`src/logic/porb_defines.vh`:
```
// register offsets, field positions and reset values of the power and interrupt bank
`ifndef PORB_DEFINES_VH
`define PORB_DEFINES_VH
`define PORB_ADDR_W         8
`define PORB_OFS_PWR_A      8'h0e
`define PORB_OFS_PWR_B      8'h0f
`define PORB_OFS_IRQ_A      8'h12
`define PORB_OFS_IRQ_B      8'h13
`define PORB_OFS_IEN_A      8'h15
`define PORB_OFS_IEN_B      8'h16
`define PORB_RST_PWR_A      8'h10
`define PORB_RST_PWR_B      8'h00
`define PORB_RST_IRQ        8'h00
`define PORB_RST_IEN        8'h00
`define PORB_PWR_A_MASK     8'h3b
`define PORB_PWR_B_MASK     8'h3f
`define PORB_BIT_PM_ON      5
`define PORB_BIT_CONV_OFF   4
`define PORB_BIT_MON_OFF    3
`define PORB_BIT_BIAS_OFF   1
`define PORB_BIT_LINE_OFF   0
`define PORB_BIT_ADC_MAN    5
`define PORB_BIT_ADC_ON     4
`define PORB_BIT_DAC_MAN    3
`define PORB_BIT_DAC_ON     2
`define PORB_BIT_GM_MAN     1
`define PORB_BIT_GM_ON      0
`endif

```
`src/logic/porb_manual_pwr.v`:
```
// resolves manual or automatic power for one analog block
`timescale 1ns/1ps
module porb_manual_pwr (
    input  wire manual_sel,
    input  wire manual_on,
    input  wire auto_on,
    output wire power_on
);
    // =========================================================
    // the on bit is ignored entirely while in automatic mode
    assign power_on = manual_sel ? manual_on : auto_on;
endmodule

```
`src/logic/porb_pend_reg.v`:
```
// one eight-bit pending-flag register with write-one-to-clear and set priority
`timescale 1ns/1ps
`include "porb_defines.vh"
module porb_pend_reg (
    input  wire       core_clk,
    input  wire       rst_n,
    input  wire       clk_en,
    input  wire [7:0] event_in,
    input  wire       clr_wr,
    input  wire [7:0] clr_data,
    output reg  [7:0] pend_reg
);
    wire [7:0] pend_next;
    genvar i;
    // =========================================================
    // per-bit flag: set beats clear so a coincident event survives
    generate
        for (i = 0; i < 8; i = i + 1) begin : g_bit
            assign pend_next[i] = event_in[i] |
                                  (pend_reg[i] & ~(clr_wr & clr_data[i]));
        end
    endgenerate
    always @(posedge core_clk or negedge rst_n) begin
        if (!rst_n) begin
            pend_reg <= `PORB_RST_IRQ;
        end else if (clk_en) begin
            pend_reg <= pend_next;
        end
    end
endmodule

```
`src/logic/porb_regs.v`:
```
// power override and interrupt pending register bank
`timescale 1ns/1ps
`include "porb_defines.vh"
module porb_regs #(
    parameter HAS_CONVERTER = 1
) (
    input  wire       core_clk,
    input  wire       rst_n,
    input  wire       clk_en,
    input  wire [7:0] reg_addr,
    input  wire       reg_wr,
    input  wire [7:0] reg_wdata,
    output reg  [7:0] reg_rdata,
    input  wire       pm_dac_auto_on,
    input  wire       converter_auto_on,
    input  wire       monitor_adc_auto_on,
    input  wire       dc_bias_auto_on,
    input  wire       line_circuit_auto_on,
    input  wire       adc_auto_on,
    input  wire       dac_auto_on,
    input  wire       gm_amp_auto_on,
    input  wire [7:0] timer_events,
    input  wire [7:0] line_alarm_events,
    output reg        pm_dac_pwr,
    output reg        converter_pwr,
    output reg        monitor_adc_pwr,
    output reg        dc_bias_pwr,
    output reg        line_circuit_pwr,
    output reg        adc_pwr,
    output reg        dac_pwr,
    output reg        gm_amp_pwr,
    output reg        irq_out
);
    reg  [7:0] power_override_ctrl_a_reg;
    reg  [7:0] power_manual_ctrl_b_reg;
    reg  [7:0] timer_irq_enable_reg;
    reg  [7:0] line_alarm_irq_enable_reg;
    reg  [7:0] pwr_a_next;
    reg  [7:0] rdata_next;
    wire [7:0] timer_irq_pending;
    wire [7:0] line_alarm_irq_pending;
    wire       adc_res;
    wire       dac_res;
    wire       gm_res;
    wire       wr_pwr_a;
    wire       wr_pwr_b;
    wire       wr_irq_a;
    wire       wr_irq_b;
    wire       wr_ien_a;
    wire       wr_ien_b;
    wire       irq_next;
    wire       conv_off_bit;

    // =========================================================
    // address decode, writes take effect in the same enabled cycle
    assign wr_pwr_a = reg_wr & (reg_addr == `PORB_OFS_PWR_A);
    assign wr_pwr_b = reg_wr & (reg_addr == `PORB_OFS_PWR_B);
    assign wr_irq_a = reg_wr & (reg_addr == `PORB_OFS_IRQ_A);
    assign wr_irq_b = reg_wr & (reg_addr == `PORB_OFS_IRQ_B);
    assign wr_ien_a = reg_wr & (reg_addr == `PORB_OFS_IEN_A);
    assign wr_ien_b = reg_wr & (reg_addr == `PORB_OFS_IEN_B);

    // =========================================================
    // first power register; converter bit pinned high when absent
    always @* begin
        pwr_a_next = power_override_ctrl_a_reg;
        if (wr_pwr_a) begin
            pwr_a_next = reg_wdata & `PORB_PWR_A_MASK;
        end
        if (HAS_CONVERTER == 0) begin
            pwr_a_next[`PORB_BIT_CONV_OFF] = 1'b1;
        end
    end

    // =========================================================
    // writable control and enable registers
    always @(posedge core_clk or negedge rst_n) begin
        if (!rst_n) begin
            power_override_ctrl_a_reg <= `PORB_RST_PWR_A;
            power_manual_ctrl_b_reg   <= `PORB_RST_PWR_B;
            timer_irq_enable_reg      <= `PORB_RST_IEN;
            line_alarm_irq_enable_reg <= `PORB_RST_IEN;
        end else if (clk_en) begin
            power_override_ctrl_a_reg <= pwr_a_next;
            if (wr_pwr_b) begin
                power_manual_ctrl_b_reg <= reg_wdata & `PORB_PWR_B_MASK;
            end
            if (wr_ien_a) begin
                timer_irq_enable_reg <= reg_wdata;
            end
            if (wr_ien_b) begin
                line_alarm_irq_enable_reg <= reg_wdata;
            end
        end
    end

    // =========================================================
    // pending flags: timers, then alarms/loop close/ring trip
    porb_pend_reg u_timer_pend (
        .core_clk (core_clk),
        .rst_n    (rst_n),
        .clk_en   (clk_en),
        .event_in (timer_events),
        .clr_wr   (wr_irq_a),
        .clr_data (reg_wdata),
        .pend_reg (timer_irq_pending)
    );
    porb_pend_reg u_alarm_pend (
        .core_clk (core_clk),
        .rst_n    (rst_n),
        .clk_en   (clk_en),
        .event_in (line_alarm_events),
        .clr_wr   (wr_irq_b),
        .clr_data (reg_wdata),
        .pend_reg (line_alarm_irq_pending)
    );

    // =========================================================
    // manual/automatic selection for the three switched blocks
    porb_manual_pwr u_adc (
        .manual_sel (power_manual_ctrl_b_reg[`PORB_BIT_ADC_MAN]),
        .manual_on  (power_manual_ctrl_b_reg[`PORB_BIT_ADC_ON]),
        .auto_on    (adc_auto_on),
        .power_on   (adc_res)
    );
    porb_manual_pwr u_dac (
        .manual_sel (power_manual_ctrl_b_reg[`PORB_BIT_DAC_MAN]),
        .manual_on  (power_manual_ctrl_b_reg[`PORB_BIT_DAC_ON]),
        .auto_on    (dac_auto_on),
        .power_on   (dac_res)
    );
    porb_manual_pwr u_gm (
        .manual_sel (power_manual_ctrl_b_reg[`PORB_BIT_GM_MAN]),
        .manual_on  (power_manual_ctrl_b_reg[`PORB_BIT_GM_ON]),
        .auto_on    (gm_amp_auto_on),
        .power_on   (gm_res)
    );

    assign conv_off_bit = power_override_ctrl_a_reg[`PORB_BIT_CONV_OFF];

    // =========================================================
    // interrupt: any flag whose enable is set
    assign irq_next = |(timer_irq_pending & timer_irq_enable_reg) |
                      |(line_alarm_irq_pending & line_alarm_irq_enable_reg);

    // =========================================================
    // registered power outputs, so auto inputs see one cycle of latency
    always @(posedge core_clk or negedge rst_n) begin
        if (!rst_n) begin
            pm_dac_pwr       <= 1'b0;
            converter_pwr    <= 1'b0;
            monitor_adc_pwr  <= 1'b0;
            dc_bias_pwr      <= 1'b0;
            line_circuit_pwr <= 1'b0;
            adc_pwr          <= 1'b0;
            dac_pwr          <= 1'b0;
            gm_amp_pwr       <= 1'b0;
            irq_out          <= 1'b0;
        end else if (clk_en) begin
            pm_dac_pwr       <= power_override_ctrl_a_reg[`PORB_BIT_PM_ON] |
                                pm_dac_auto_on;
            converter_pwr    <= ~conv_off_bit & converter_auto_on;
            monitor_adc_pwr  <= ~power_override_ctrl_a_reg[`PORB_BIT_MON_OFF] &
                                monitor_adc_auto_on;
            dc_bias_pwr      <= ~power_override_ctrl_a_reg[`PORB_BIT_BIAS_OFF] &
                                dc_bias_auto_on;
            line_circuit_pwr <= ~power_override_ctrl_a_reg[`PORB_BIT_LINE_OFF] &
                                line_circuit_auto_on;
            adc_pwr          <= adc_res;
            dac_pwr          <= dac_res;
            gm_amp_pwr       <= gm_res;
            irq_out          <= irq_next;
        end
    end

    // =========================================================
    // read mux; reserved bits and unmapped offsets read zero
    always @* begin
        case (reg_addr)
            `PORB_OFS_PWR_A: rdata_next = power_override_ctrl_a_reg;
            `PORB_OFS_PWR_B: rdata_next = power_manual_ctrl_b_reg;
            `PORB_OFS_IRQ_A: rdata_next = timer_irq_pending;
            `PORB_OFS_IRQ_B: rdata_next = line_alarm_irq_pending;
            `PORB_OFS_IEN_A: rdata_next = timer_irq_enable_reg;
            `PORB_OFS_IEN_B: rdata_next = line_alarm_irq_enable_reg;
            default:         rdata_next = 8'h00;
        endcase
    end

    always @(posedge core_clk or negedge rst_n) begin
        if (!rst_n) begin
            reg_rdata <= 8'h00;
        end else if (clk_en) begin
            reg_rdata <= rdata_next;
        end
    end
endmodule
```
`config.mk`:
```
export PLATFORM = sky130hd
export DESIGN_NAME = porb_regs
export DESIGN_NICKNAME = d
export VERILOG_FILES = /design/src/logic/porb_manual_pwr.v /design/src/logic/porb_pend_reg.v /design/src/logic/porb_regs.v
export VERILOG_INCLUDE_DIRS = /design/src /design/src/logic
export SDC_FILE = /design/constraint.sdc
export NUM_CORES = 1
export LEC_CHECK = 0
export BUFFER_PORTS_ARGS = -buffer_cell sky130_fd_sc_hd__buf_4
export CELL_PAD_IN_SITES_DETAIL_PLACEMENT = 1
export CELL_PAD_IN_SITES_GLOBAL_PLACEMENT = 1
export CORE_ASPECT_RATIO = 0.6
export CORE_MARGIN = 2
export CORE_UTILIZATION = 43
export DETAILED_ROUTE_END_ITERATION = 6
export HOLD_SLACK_MARGIN = 0.15
export PLACE_DENSITY_LB_ADDON = 0.3
export SLEW_MARGIN = 20
export SYNTH_ARGS = -nofsm -noshare
export SYNTH_HDL_FRONTEND = slang
export SYNTH_SLANG_ARGS = --single-unit
export TNS_END_PERCENT = 5
```
`constraint.sdc`:
```
create_clock -name core_clk -period 1.9 [get_ports core_clk]
set_input_delay 0.475 -clock core_clk [delete_from_list [all_inputs] [get_ports core_clk]]
set_output_delay 0.475 -clock core_clk [all_outputs]
set_load 0.005 [all_outputs]
```
==> results of run 1 <==
-- power breakdown --
part	switching, mW	total, mW	internal (mW)
logic	0.176	0.343	0.167
registers	0.0274	1.34	1.32
clock network	0.566	1.74	1.18
total	0.769	3.43	2.66
-- cell usage in the layout, fill, tap and decap left out, drive strengths merged, types with 4 or more instances in the layout --
| cell type | synthesis | layout |
|---|---|---|
| buf | 5 | 82 |
| dfrtp | 59 | 59 |
| mux2 | 31 | 31 |
| nand2 | 21 | 21 |
| a22o | 19 | 19 |
| clkbuf | 8 | 11 |
| nand3b | 10 | 10 |
| o21ai | 10 | 10 |
| a21oi | 10 | 10 |
| nor2 | 10 | 10 |
| mux2i | 9 | 9 |
| inv | 8 | 8 |
| a22oi | 7 | 7 |
| nor2b | 6 | 6 |
| nor4 | 5 | 5 |
| nand4b | 4 | 4 |
| a221oi | 4 | 4 |
-- cells in the mapped netlist, drive strengths merged, types with 3 or more instances --
master	number	share of area
nor4	5	0.030
dfrtp	59	0.50
mux2i	9	0.031
buf	5	0.0093
mux2	31	0.12
nand2	21	0.027
a22oi	7	0.018
clkbuf	8	0.010
a221oi	4	0.012
nor2b	6	0.013
nor2	10	0.013
o21ai	10	0.017
nand3b	10	0.025
nand2b	3	0.0064
a21oi	10	0.017
a22o	19	0.056
o2bb2ai	3	0.0089
inv	8	0.010
nand4b	4	0.012
-- logic make-up (layout without fill, tap and decap cells) --
family	count (synthesis)	in the layout
flops	60	60
compound gates	66	66
buf+inv	21	107
simple gates	65	65
mux	40	40
-- through the flow --
stage	total power [mW]	util	hold WS [ns]	area [µm²]
2_1_floorplan	1.495	-	0.1794	2945
3_3_place_gp	1.689	0.5490	0.4287	3650
3_5_place_dp	1.699	0.5490	0.4394	3650
4_1_cts	3.455	0.5983	0.3575	3978
5_1_grt	3.544	0.5983	0.3693	3978
6_report	3.430	0.5983	0.3650	3978
-- final cells by class --
class / count / area, µm² / area share
Sequential cell: 60 / 1503 / 0.3778
Multi-Input combinational cell: 171 / 1355 / 0.3407
Timing Repair Buffer: 83 / 663.1 / 0.1667
Clock buffer: 11 / 242.7 / 0.06103
Tap cell: 87 / 108.9 / 0.02737
Clock inverter: 5 / 75.07 / 0.01887
Inverter: 8 / 30.03 / 0.007550
-- worst max-delay path: stages --
cell and delay (ns):
buf_4 0.11, or3_4 0.48, nor4_4 0.30, buf_4 0.20
mux2_2 0.34
-- per-layer routing --
metal  GRT usage  up-vias  routed length (µm)
met3     0.07263        7                 437
met2      0.4333       71                4401
met5           0        -                   0
met4     0.05938        0                  50
li1            -     1107                   -
met1      0.3473     1276                4353
-- worst max path at each step --
stage               slack (ns)   startpoint  cells after the start                         end
global route              0.16  reg_addr[5]                      7                reg_rdata[1]
CTS                       0.20  reg_addr[5]                      5  power_manual_ctrl_b_reg[1]
finish                    0.20  reg_addr[5]                      5  power_manual_ctrl_b_reg[1]
global placement          -0.1  reg_addr[5]                      5     timer_irq_enable_reg[6]
detailed placement       -0.14  reg_addr[5]                      5  power_manual_ctrl_b_reg[5]
floorplan                -0.10  reg_addr[5]                      4     timer_irq_enable_reg[0]
-- repair_timing --
item,4_1_cts,5_1_grt
setup buffers,0,0
gates resized for setup,0,0
hold buffers,1,0
hold endpoints to repair,28,0
==> flow_summary.json, run 1 <==
{
  "slew_viol_final": 0,
  "clk_pin_slew_ns": 0.05,
  "ir_drop_v": 0.0003907,
  "rows": 23,
  "syn_to_final_growth_pct": 35.05,
  "core_um2": 6648,
  "drc": 0,
  "tightest_slew_ns": 0.4146,
  "antenna_found_initial": 0,
  "cts_sinks": 60,
  "finalNetCount": 377,
  "grt_max_degree": 33,
  "worstHoldStart": "timer_events[3]",
  "tns_ns": 0,
  "yosysUniqueCellTypes": 41,
  "synth.avg_cell_area_um2": 11.69,
  "drt_wl_total_mm": 9.242,
  "netlist_instances": 252,
  "period_share": 0.8941,
  "post-place-ws_ns": -0.1404,
  "cp_max_fo": 8,
  "grt.total_usage": 0.2606,
  "port_buffers": 60,
  "drt-initial-drc-count": 149,
  "grt_pass1_vias": 2667,
  "powerDensity_nw_per_um2": 862.3,
  "yosysWarnings": 0,
  "rr_worst_depth": 4,
  "r2r_start": "u_timer_pend.pend_reg[5]",
  "hold_violations": 0,
  "stdcell_count": 425,
  "viasPerCell": 5.791,
  "reg2reg_slack_ns": 0.40,
  "netlist_area_um2": 2945,
  "nFillCells": 700,
  "die_x_um": 110.8,
  "finalSetupViolCount": 0,
  "grt_pass1_wl_mm": 14.66,
  "gp_congestion": 0.8731,
  "drive_above_1_share": 0.4024,
  "power.leakage_nw": 1.837,
  "synth_top_flop_cell": "dfrtp_1",
  "synth-xor-area-share": 0,
  "worst_slack_ns": 0.2012,
  "yosys.area_share.simple": 0.1466,
  "ys_async_sr_fraction": 1.000,
  "via_count": 2461,
  "synthMuxAreaShare": 0.1491,
  "syn-num-nets": 296,
  "rsz0062_at_grt": "no",
  "fmax_mhz": 588.7,
  "rr_endpoint": "reg_rdata[5]",
  "cts_buffers": 9,
  "wl_per_cell_um": 21.75,
  "synth-edff-count": 0,
  "dp_hpwl_mm": 6.234,
  "place_inst": 408,
  "initial_core_util": 0.4431,
  "cts_root_buf": "clkbuf_16",
  "worstPathArrival_ns": 1.91,
  "hold_class": "input port to register",
  "startpoint_type": "input port",
  "cts_tree": "built",
  "whs_path_depth": 2,
  "ant_nets": 0,
  "synth-seq-cells": 60,
  "synth_seq_area_share": 0.5102,
  "grt-ovfl-total": 0,
  "critPathRequiredTime_ns": 2.11,
  "die_area_um2": 7549,
  "hold_end": "u_timer_pend.pend_reg[3]",
  "dr.pass1.iters": 4,
  "clock_skew_ns": 0.006097,
  "cts_max_level": 3,
  "insertion_delay_ns": 0.33,
  "period_needed_ns": 1.699,
  "synth_compound_area_frac": 0.1644,
  "synth_fa_ha_area_frac": 0,
  "clockBufferDepth": 2,
  "max_cap_violations": 0,
  "critical_path_class": "input port to register",
  "diodes": 0,
  "die_h_um": 68.11,
  "outcome": "finished clean",
  "synth_top_family_by_area": "compound AO/OA/AOI/OAI gates",
  "relSlewSlack": 0.7236,
  "cp-end-kind": "register",
  "ios": 61
}
(Power assumes the default switching activity.)
==> inputs of run 2 (changes only) <==
--- a/config.mk
+++ b/config.mk
@@ -6,12 +6,13 @@
 export SDC_FILE = /design/constraint.sdc
 export NUM_CORES = 1
 export LEC_CHECK = 0
+export ABC_AREA = 1
 export BUFFER_PORTS_ARGS = -buffer_cell sky130_fd_sc_hd__buf_4
+export CAP_MARGIN = 0
 export CELL_PAD_IN_SITES_DETAIL_PLACEMENT = 1
 export CELL_PAD_IN_SITES_GLOBAL_PLACEMENT = 1
 export CORE_ASPECT_RATIO = 0.6
-export CORE_MARGIN = 2
-export CORE_UTILIZATION = 43
+export CORE_UTILIZATION = 40
 export DETAILED_ROUTE_END_ITERATION = 6
 export HOLD_SLACK_MARGIN = 0.15
 export PLACE_DENSITY_LB_ADDON = 0.3
==> run 2 against run 1 <==
Net effect: non-clock buffer count down 11; cell area about the same; routed wire length up 1.9%; critical endpoint is now timer_irq_enable_reg[3]; synthesized cell count up 50%; area after synthesis up 3.4%; die area up 5.7%; first-iteration DRC count down 17%; global-route usage down 0.099 points; register-to-register slack better by 0.46 ns; combinational power down 5.8%; sequential power about the same; flip-flop and latch count unchanged.
==> flow_summary.json, run 2 <==
{
  "yosysUniqueCellTypes": 28,
  "clk_pin_slew_ns": 0.05,
  "tns_ns": 0,
  "synth-seq-cells": 60,
  "hold_class": "input port to register",
  "die_h_um": 69.60,
  "clock_skew_ns": 0.006015,
  "cts_max_level": 3,
  "startpoint_type": "input port",
  "slowest_delay_ns": 0.31,
  "synth_largest_area_cell": "dfrtp_1",
  "synth.avg_cell_area_um2": 8.081,
  "cts_sinks": 60,
  "dr.pass1.iters": 4,
  "fmax_mhz": 704.4,
  "cp.depth": 7,
  "cts_root_buf": "clkbuf_16",
  "final_cell_mix": "nand2_1 (120), buf_4 (70), dfrtp_1 (59)",
  "syn_to_final_growth_pct": 30.51,
  "yosysMostFrequentCell": "nand2_1",
  "cts_hold_buf": 1,
  "die_area_um2": 7981,
  "hold_violations": 0,
  "crit_slowest_cell": "nor2_4",
  "netlist_instances": 377,
  "finalSetupViolCount": 0,
  "gp_congestion": 0.8785,
  "yosysWarnings": 0,
  "synth_common_cells": "nand2_1 (120), dfrtp_1 (59), nand3_1 (53)",
  "insertion_delay_ns": 0.33,
  "drive_above_1_share": 0.2522,
  "worstPathArrival_ns": 1.61,
  "seq_area_um2": 1503,
  "die_x_um": 114.7,
  "reg2reg_slack_ns": 0.86,
  "drt-initial-drc-count": 124,
  "grt_max_degree": 28,
  "multiInputGateArea_um2": 1374,
  "drc": 0,
  "ys_async_sr_fraction": 1.000,
  "synth_top_flop_cell": "dfrtp_1",
  "cts_buffers": 9,
  "synth_top_area_share": 0.4846,
  "ios": 61,
  "power.leakage_nw": 2.024,
  "dp_hpwl_mm": 7.086,
  "outcome": "finished clean",
  "max_cap_violations": 0,
  "rr_worst_depth": 4,
  "drt_wl_total_mm": 9.415,
  "core_um2": 7327,
  "rows": 24,
  "relSlewSlack": 0.7289,
  "grt.total_usage": 0.2596,
  "slew_viol_final": 0,
  "period_needed_ns": 1.420,
  "stdcell_count": 556,
  "viasPerCell": 5.248,
  "finalNetCount": 491,
  "crit_family": "simple AND/OR/NAND/NOR gates",
  "ir_drop_v": 0.0004597,
  "netlist_area_um2": 3047,
  "mostFrequentLayoutCell": "nand2_1",
  "grt_pass1_vias": 3091,
  "clockBufferDepth": 2,
  "cts_resized": 0,
  "tightest_slew_ns": 0.4062,
  "post_cts_buffers": 0,
  "cp_max_fo": 15,
  "period_share": 0.7472,
  "synth.area.top_cells": "dfrtp_1 (48%), nand2_1 (15%), nand3_1 (8.7%)",
  "critPathRequiredTime_ns": 2.09,
  "cp-end-kind": "register",
  "path_buf_inv": 2,
  "path_cells": "buf_4, inv_1, nand2_2, nor2_8, nand2_2, nor2_4, o21ai_0",
  "critical_path_class": "input port to register",
  "cts_tree": "built",
  "initial_core_util": 0.4158,
  "whs_path_depth": 3,
  "place_inst": 539,
  "via_count": 2918,
  "ant_nets": 0,
  "port_buffers": 60,
  "nFillCells": 922,
  "synth-edff-count": 0,
  "grt-ovfl-total": 0,
  "diodes": 0,
  "syn-num-nets": 421,
  "powerDensity_nw_per_um2": 857.8,
  "antenna_found_initial": 0,
  "grt_pass1_wl_mm": 15.37,
  "wl_per_cell_um": 16.93,
  "rsz0062_at_grt": "no",
  "path_common_cell": "nand2_2",
  "synth_seq_area_share": 0.4932
}
run 2: per-layer routing:
metal	GRT usage	vias to the layer above	wire length, µm
li1	-	1368	-
met1	0.3130	1432	4128
met2	0.4384	98	4559
met3	0.08129	20	550
met4	0.09091	0	176
met5	0	-	0
run 2: through the flow:
step	total power [mW]	setup slack, ns	utilization	instance area, µm²	hold WS, ns
floorplan	1.499	0.5201	-	3047	0.1794
global placement	1.687	0.2498	0.4981	3650	0.3866
detailed placement	1.701	0.1512	0.4981	3650	0.3853
CTS	3.448	0.4778	0.5427	3976	0.3322
global route	3.539	0.3955	0.5427	3976	0.3376
finish	3.411	0.4804	0.5427	3976	0.3414
run 2: worst paths after layout:
kind                                              startpoint                        to
worst max-delay path                             reg_addr[7]   timer_irq_enable_reg[3]
worst min-delay path                    line_alarm_events[1]  u_alarm_pend.pend_reg[1]
worst max register to register  line_alarm_irq_enable_reg[6]              reg_rdata[6]
worst min register to register      u_alarm_pend.pend_reg[7]  u_alarm_pend.pend_reg[7]
max in group asynchronous                              rst_n                pm_dac_pwr
min in group asynchronous                              rst_n  u_timer_pend.pend_reg[0]
run 2: cells by family (layout without fill, tap and decap cells):
| family | Yosys count | after routing | share of synthesized area |
|---|---|---|---|
| AND/OR/NAND/NOR | 222 | 222 | 0.3417 |
| flip-flops | 60 | 60 | 0.4932 |
| AO/OA/AOI/OAI | 52 | 52 | 0.09569 |
| buffers and inverters | 39 | 114 | 0.05585 |
| multiplexers | 4 | 4 | 0.01355 |
run 2: cell type report:
class                   instances  area share
inverters                      26     0.02454
multi-input cells             278      0.3455
clock buffers                   9     0.05664
flip-flops and latches         60      0.3779
well taps                     104     0.03273
repair buffers                 72      0.1397
clock inverters                 7     0.02297
run 2: worst reg2reg max path, cell delays in order, from the launching register on:
cell and delay, ns:
dfrtp_1 0.39, nand3_1 0.09, o21ai_0 0.11, o21ai_0 0.22, nand2_1 0.09
run 2: power by group:
group | internal, mW | total, mW | switching [mW] | leakage, nW
Combinational | 0.145 | 0.323 | 0.177 | 1.19
Clock | 1.14 | 1.73 | 0.591 | 0.155
Sequential | 1.32 | 1.36 | 0.0316 | 0.683
==> inputs of run 3 (changes only) <==
--- a/config.mk
+++ b/config.mk
@@ -6,13 +6,13 @@
 export SDC_FILE = /design/constraint.sdc
 export NUM_CORES = 1
 export LEC_CHECK = 0
-export ABC_AREA = 1
+export ABC_AREA = 0
 export BUFFER_PORTS_ARGS = -buffer_cell sky130_fd_sc_hd__buf_4
 export CAP_MARGIN = 0
 export CELL_PAD_IN_SITES_DETAIL_PLACEMENT = 1
 export CELL_PAD_IN_SITES_GLOBAL_PLACEMENT = 1
 export CORE_ASPECT_RATIO = 0.6
-export CORE_UTILIZATION = 40
+export CORE_UTILIZATION = 39
 export DETAILED_ROUTE_END_ITERATION = 6
 export HOLD_SLACK_MARGIN = 0.15
 export PLACE_DENSITY_LB_ADDON = 0.3
==> constraint.sdc (replaced) <==
create_clock -name core_clk -period 1.26 [get_ports core_clk]
set_input_delay 0.315 -clock core_clk [delete_from_list [all_inputs] [get_ports core_clk]]
set_output_delay 0.315 -clock core_clk [all_outputs]
set_load 0.005 [all_outputs]
==> run 3 against run 2 <==
Net effect: highest routed layer unchanged; clock skew is essentially flat; cell area rose by 6.6%; the flow now finishes with violations (setup timing); first-iteration DRC count shrank 19%.
==> flow_summary.json, run 3 (synthesis gave the netlist of run 1 again) <==
{
  "critPathRequiredTime_ns": 1.48,
  "rows": 24,
  "tns_ns": -5.414,
  "via_count": 2467,
  "stdcell_count": 462,
  "dr.pass1.iters": 4,
  "period_share": 1.173,
  "drive_above_1_share": 0.4637,
  "crit_family": "simple AND/OR/NAND/NOR gates",
  "initial_core_util": 0.4036,
  "clock_skew_ns": 0.006175,
  "clockBufferDepth": 2,
  "insertion_delay_ns": 0.33,
  "nFillCells": 779,
  "hold_class": "input port to register",
  "violations": "setup timing",
  "worstPathArrival_ns": 1.70,
  "antenna_found_initial": 0,
  "slew_viol_final": 0,
  "final_design_area_no_fill_um2": 4239,
  "grt.total_usage": 0.2524,
  "cp-end-kind": "register",
  "path_cells": "buf_6, or3_4, buf_6, nor4_4, buf_6, mux2_2",
  "max_cap_violations": 0,
  "fin_hold_ws_ns": 0.1950,
  "drc": 0,
  "core_um2": 7297,
  "relSlewSlack": 0.7664,
  "crit_slowest_cell": "or3_4",
  "clk_pin_slew_ns": 0.05,
  "wl_per_cell_um": 19.28,
  "startpoint_type": "input port",
  "ir_drop_v": 0.0008233,
  "drt-initial-drc-count": 101,
  "cts_max_level": 3,
  "grt_max_degree": 29,
  "rsz0062_at_grt": "yes",
  "mostFrequentLayoutCell": "buf_4",
  "ant_nets": 0,
  "path_common_cell": "buf_6",
  "place_area_um2": 3801,
  "cts_root_buf": "clkbuf_16",
  "final_cell_mix": "buf_4 (93), dfrtp_1 (59), nand2_1 (20)",
  "outcome": "finished with violations",
  "critical_path_class": "input port to register",
  "gp_congestion": 0.8409,
  "viasPerCell": 5.340,
  "powerDensity_nw_per_um2": 1147,
  "die_x_um": 114.2,
  "slowest_delay_ns": 0.46,
  "finalSetupViolCount": 51,
  "diodes": 0,
  "hold_violations": 0,
  "worst_slack_ns": -0.2178,
  "multiInputGateArea_um2": 1475,
  "cts_tree": "built",
  "power.leakage_nw": 1.957,
  "grt_pass1_wl_mm": 14.82,
  "die_area_um2": 7915,
  "drt_wl_total_mm": 8.909,
  "finalNetCount": 397,
  "ios": 61,
  "fmax_mhz": 676.7,
  "path_buf_inv": 3,
  "dp_hpwl_mm": 6.538,
  "place_inst": 444,
  "port_buffers": 60,
  "die_h_um": 69.32,
  "period_needed_ns": 1.478,
  "grt-ovfl-total": 0,
  "grt_pass1_vias": 2673,
  "tightest_slew_ns": 0.3495,
  "syn_to_final_growth_pct": 43.93,
  "cts_sinks": 60,
  "post-place-ws_ns": -0.6020,
  "seq_area_um2": 1503,
  "cp_max_fo": 8,
  "cts_buffers": 9
}
run 3: worst reg2reg max path, stage by stage, from the launching register on:
cell	delay [ns]
dfrtp_1	0.37
mux2_2	0.27
a32o_2	0.28
a221oi_2	0.23
a21oi_1	0.10
run 3: report_power, final:
part	internal, mW	leakage (nW)	switching, mW
sequential	1.99	0.723	0.0405
clock	1.43	0.137	0.836
combinational	0.296	1.10	0.271
total	3.71	1.96	1.15
run 3: path summary, 6_finish.rpt:
kind | cells past startpoint | slack (ns) | endpoint | from
max in group asynchronous | 3 | 0.36 | u_alarm_pend.pend_reg[3] | rst_n
max | 6 | -0.22 | line_alarm_irq_enable_reg[6] | reg_addr[6]
min | 2 | 0.20 | u_timer_pend.pend_reg[3] | timer_events[3]
min in group asynchronous | 2 | 0.43 | dc_bias_pwr | rst_n
max reg2reg | 4 | -0.11 | reg_rdata[5] | u_alarm_pend.pend_reg[5]
min reg2reg | 2 | 0.53 | dc_bias_pwr | dc_bias_pwr
run 3: layer usage:
layer | global-route usage | routed length [µm]
met2 | 0.3697 | 3904
met5 | 0 | 0
met1 | 0.3646 | 4500
met3 | 0.06643 | 399
met4 | 0.07792 | 105
run 3: timing repair:
item,4_1_cts,5_1_grt
hold buffers,1,0
cloned,0,0
setup buffers,1,0
endpoints found under the setup margin,52,52
resized for setup,31,8
pin swaps,13,4
endpoints found under the hold margin,21,0
run 3: layout make-up:
type                       count  share of cell area
tap                          104             0.03070
timing repair buffer         103              0.1951
clock buffer                  14             0.06228
multi-input combinational    171              0.3480
clock inverter                 2            0.002361
inverter                       8            0.007084
sequential                    60              0.3545
run 3: metrics by stage:
| stage | power [mW] | util |
|---|---|---|
| floorplan | 2.254 | - |
| global placement | 2.574 | 0.5209 |
| detailed placement | 2.592 | 0.5209 |
| CTS | 4.896 | 0.5770 |
| global route | 5.044 | 0.5809 |
| finish | 4.860 | 0.5809 |
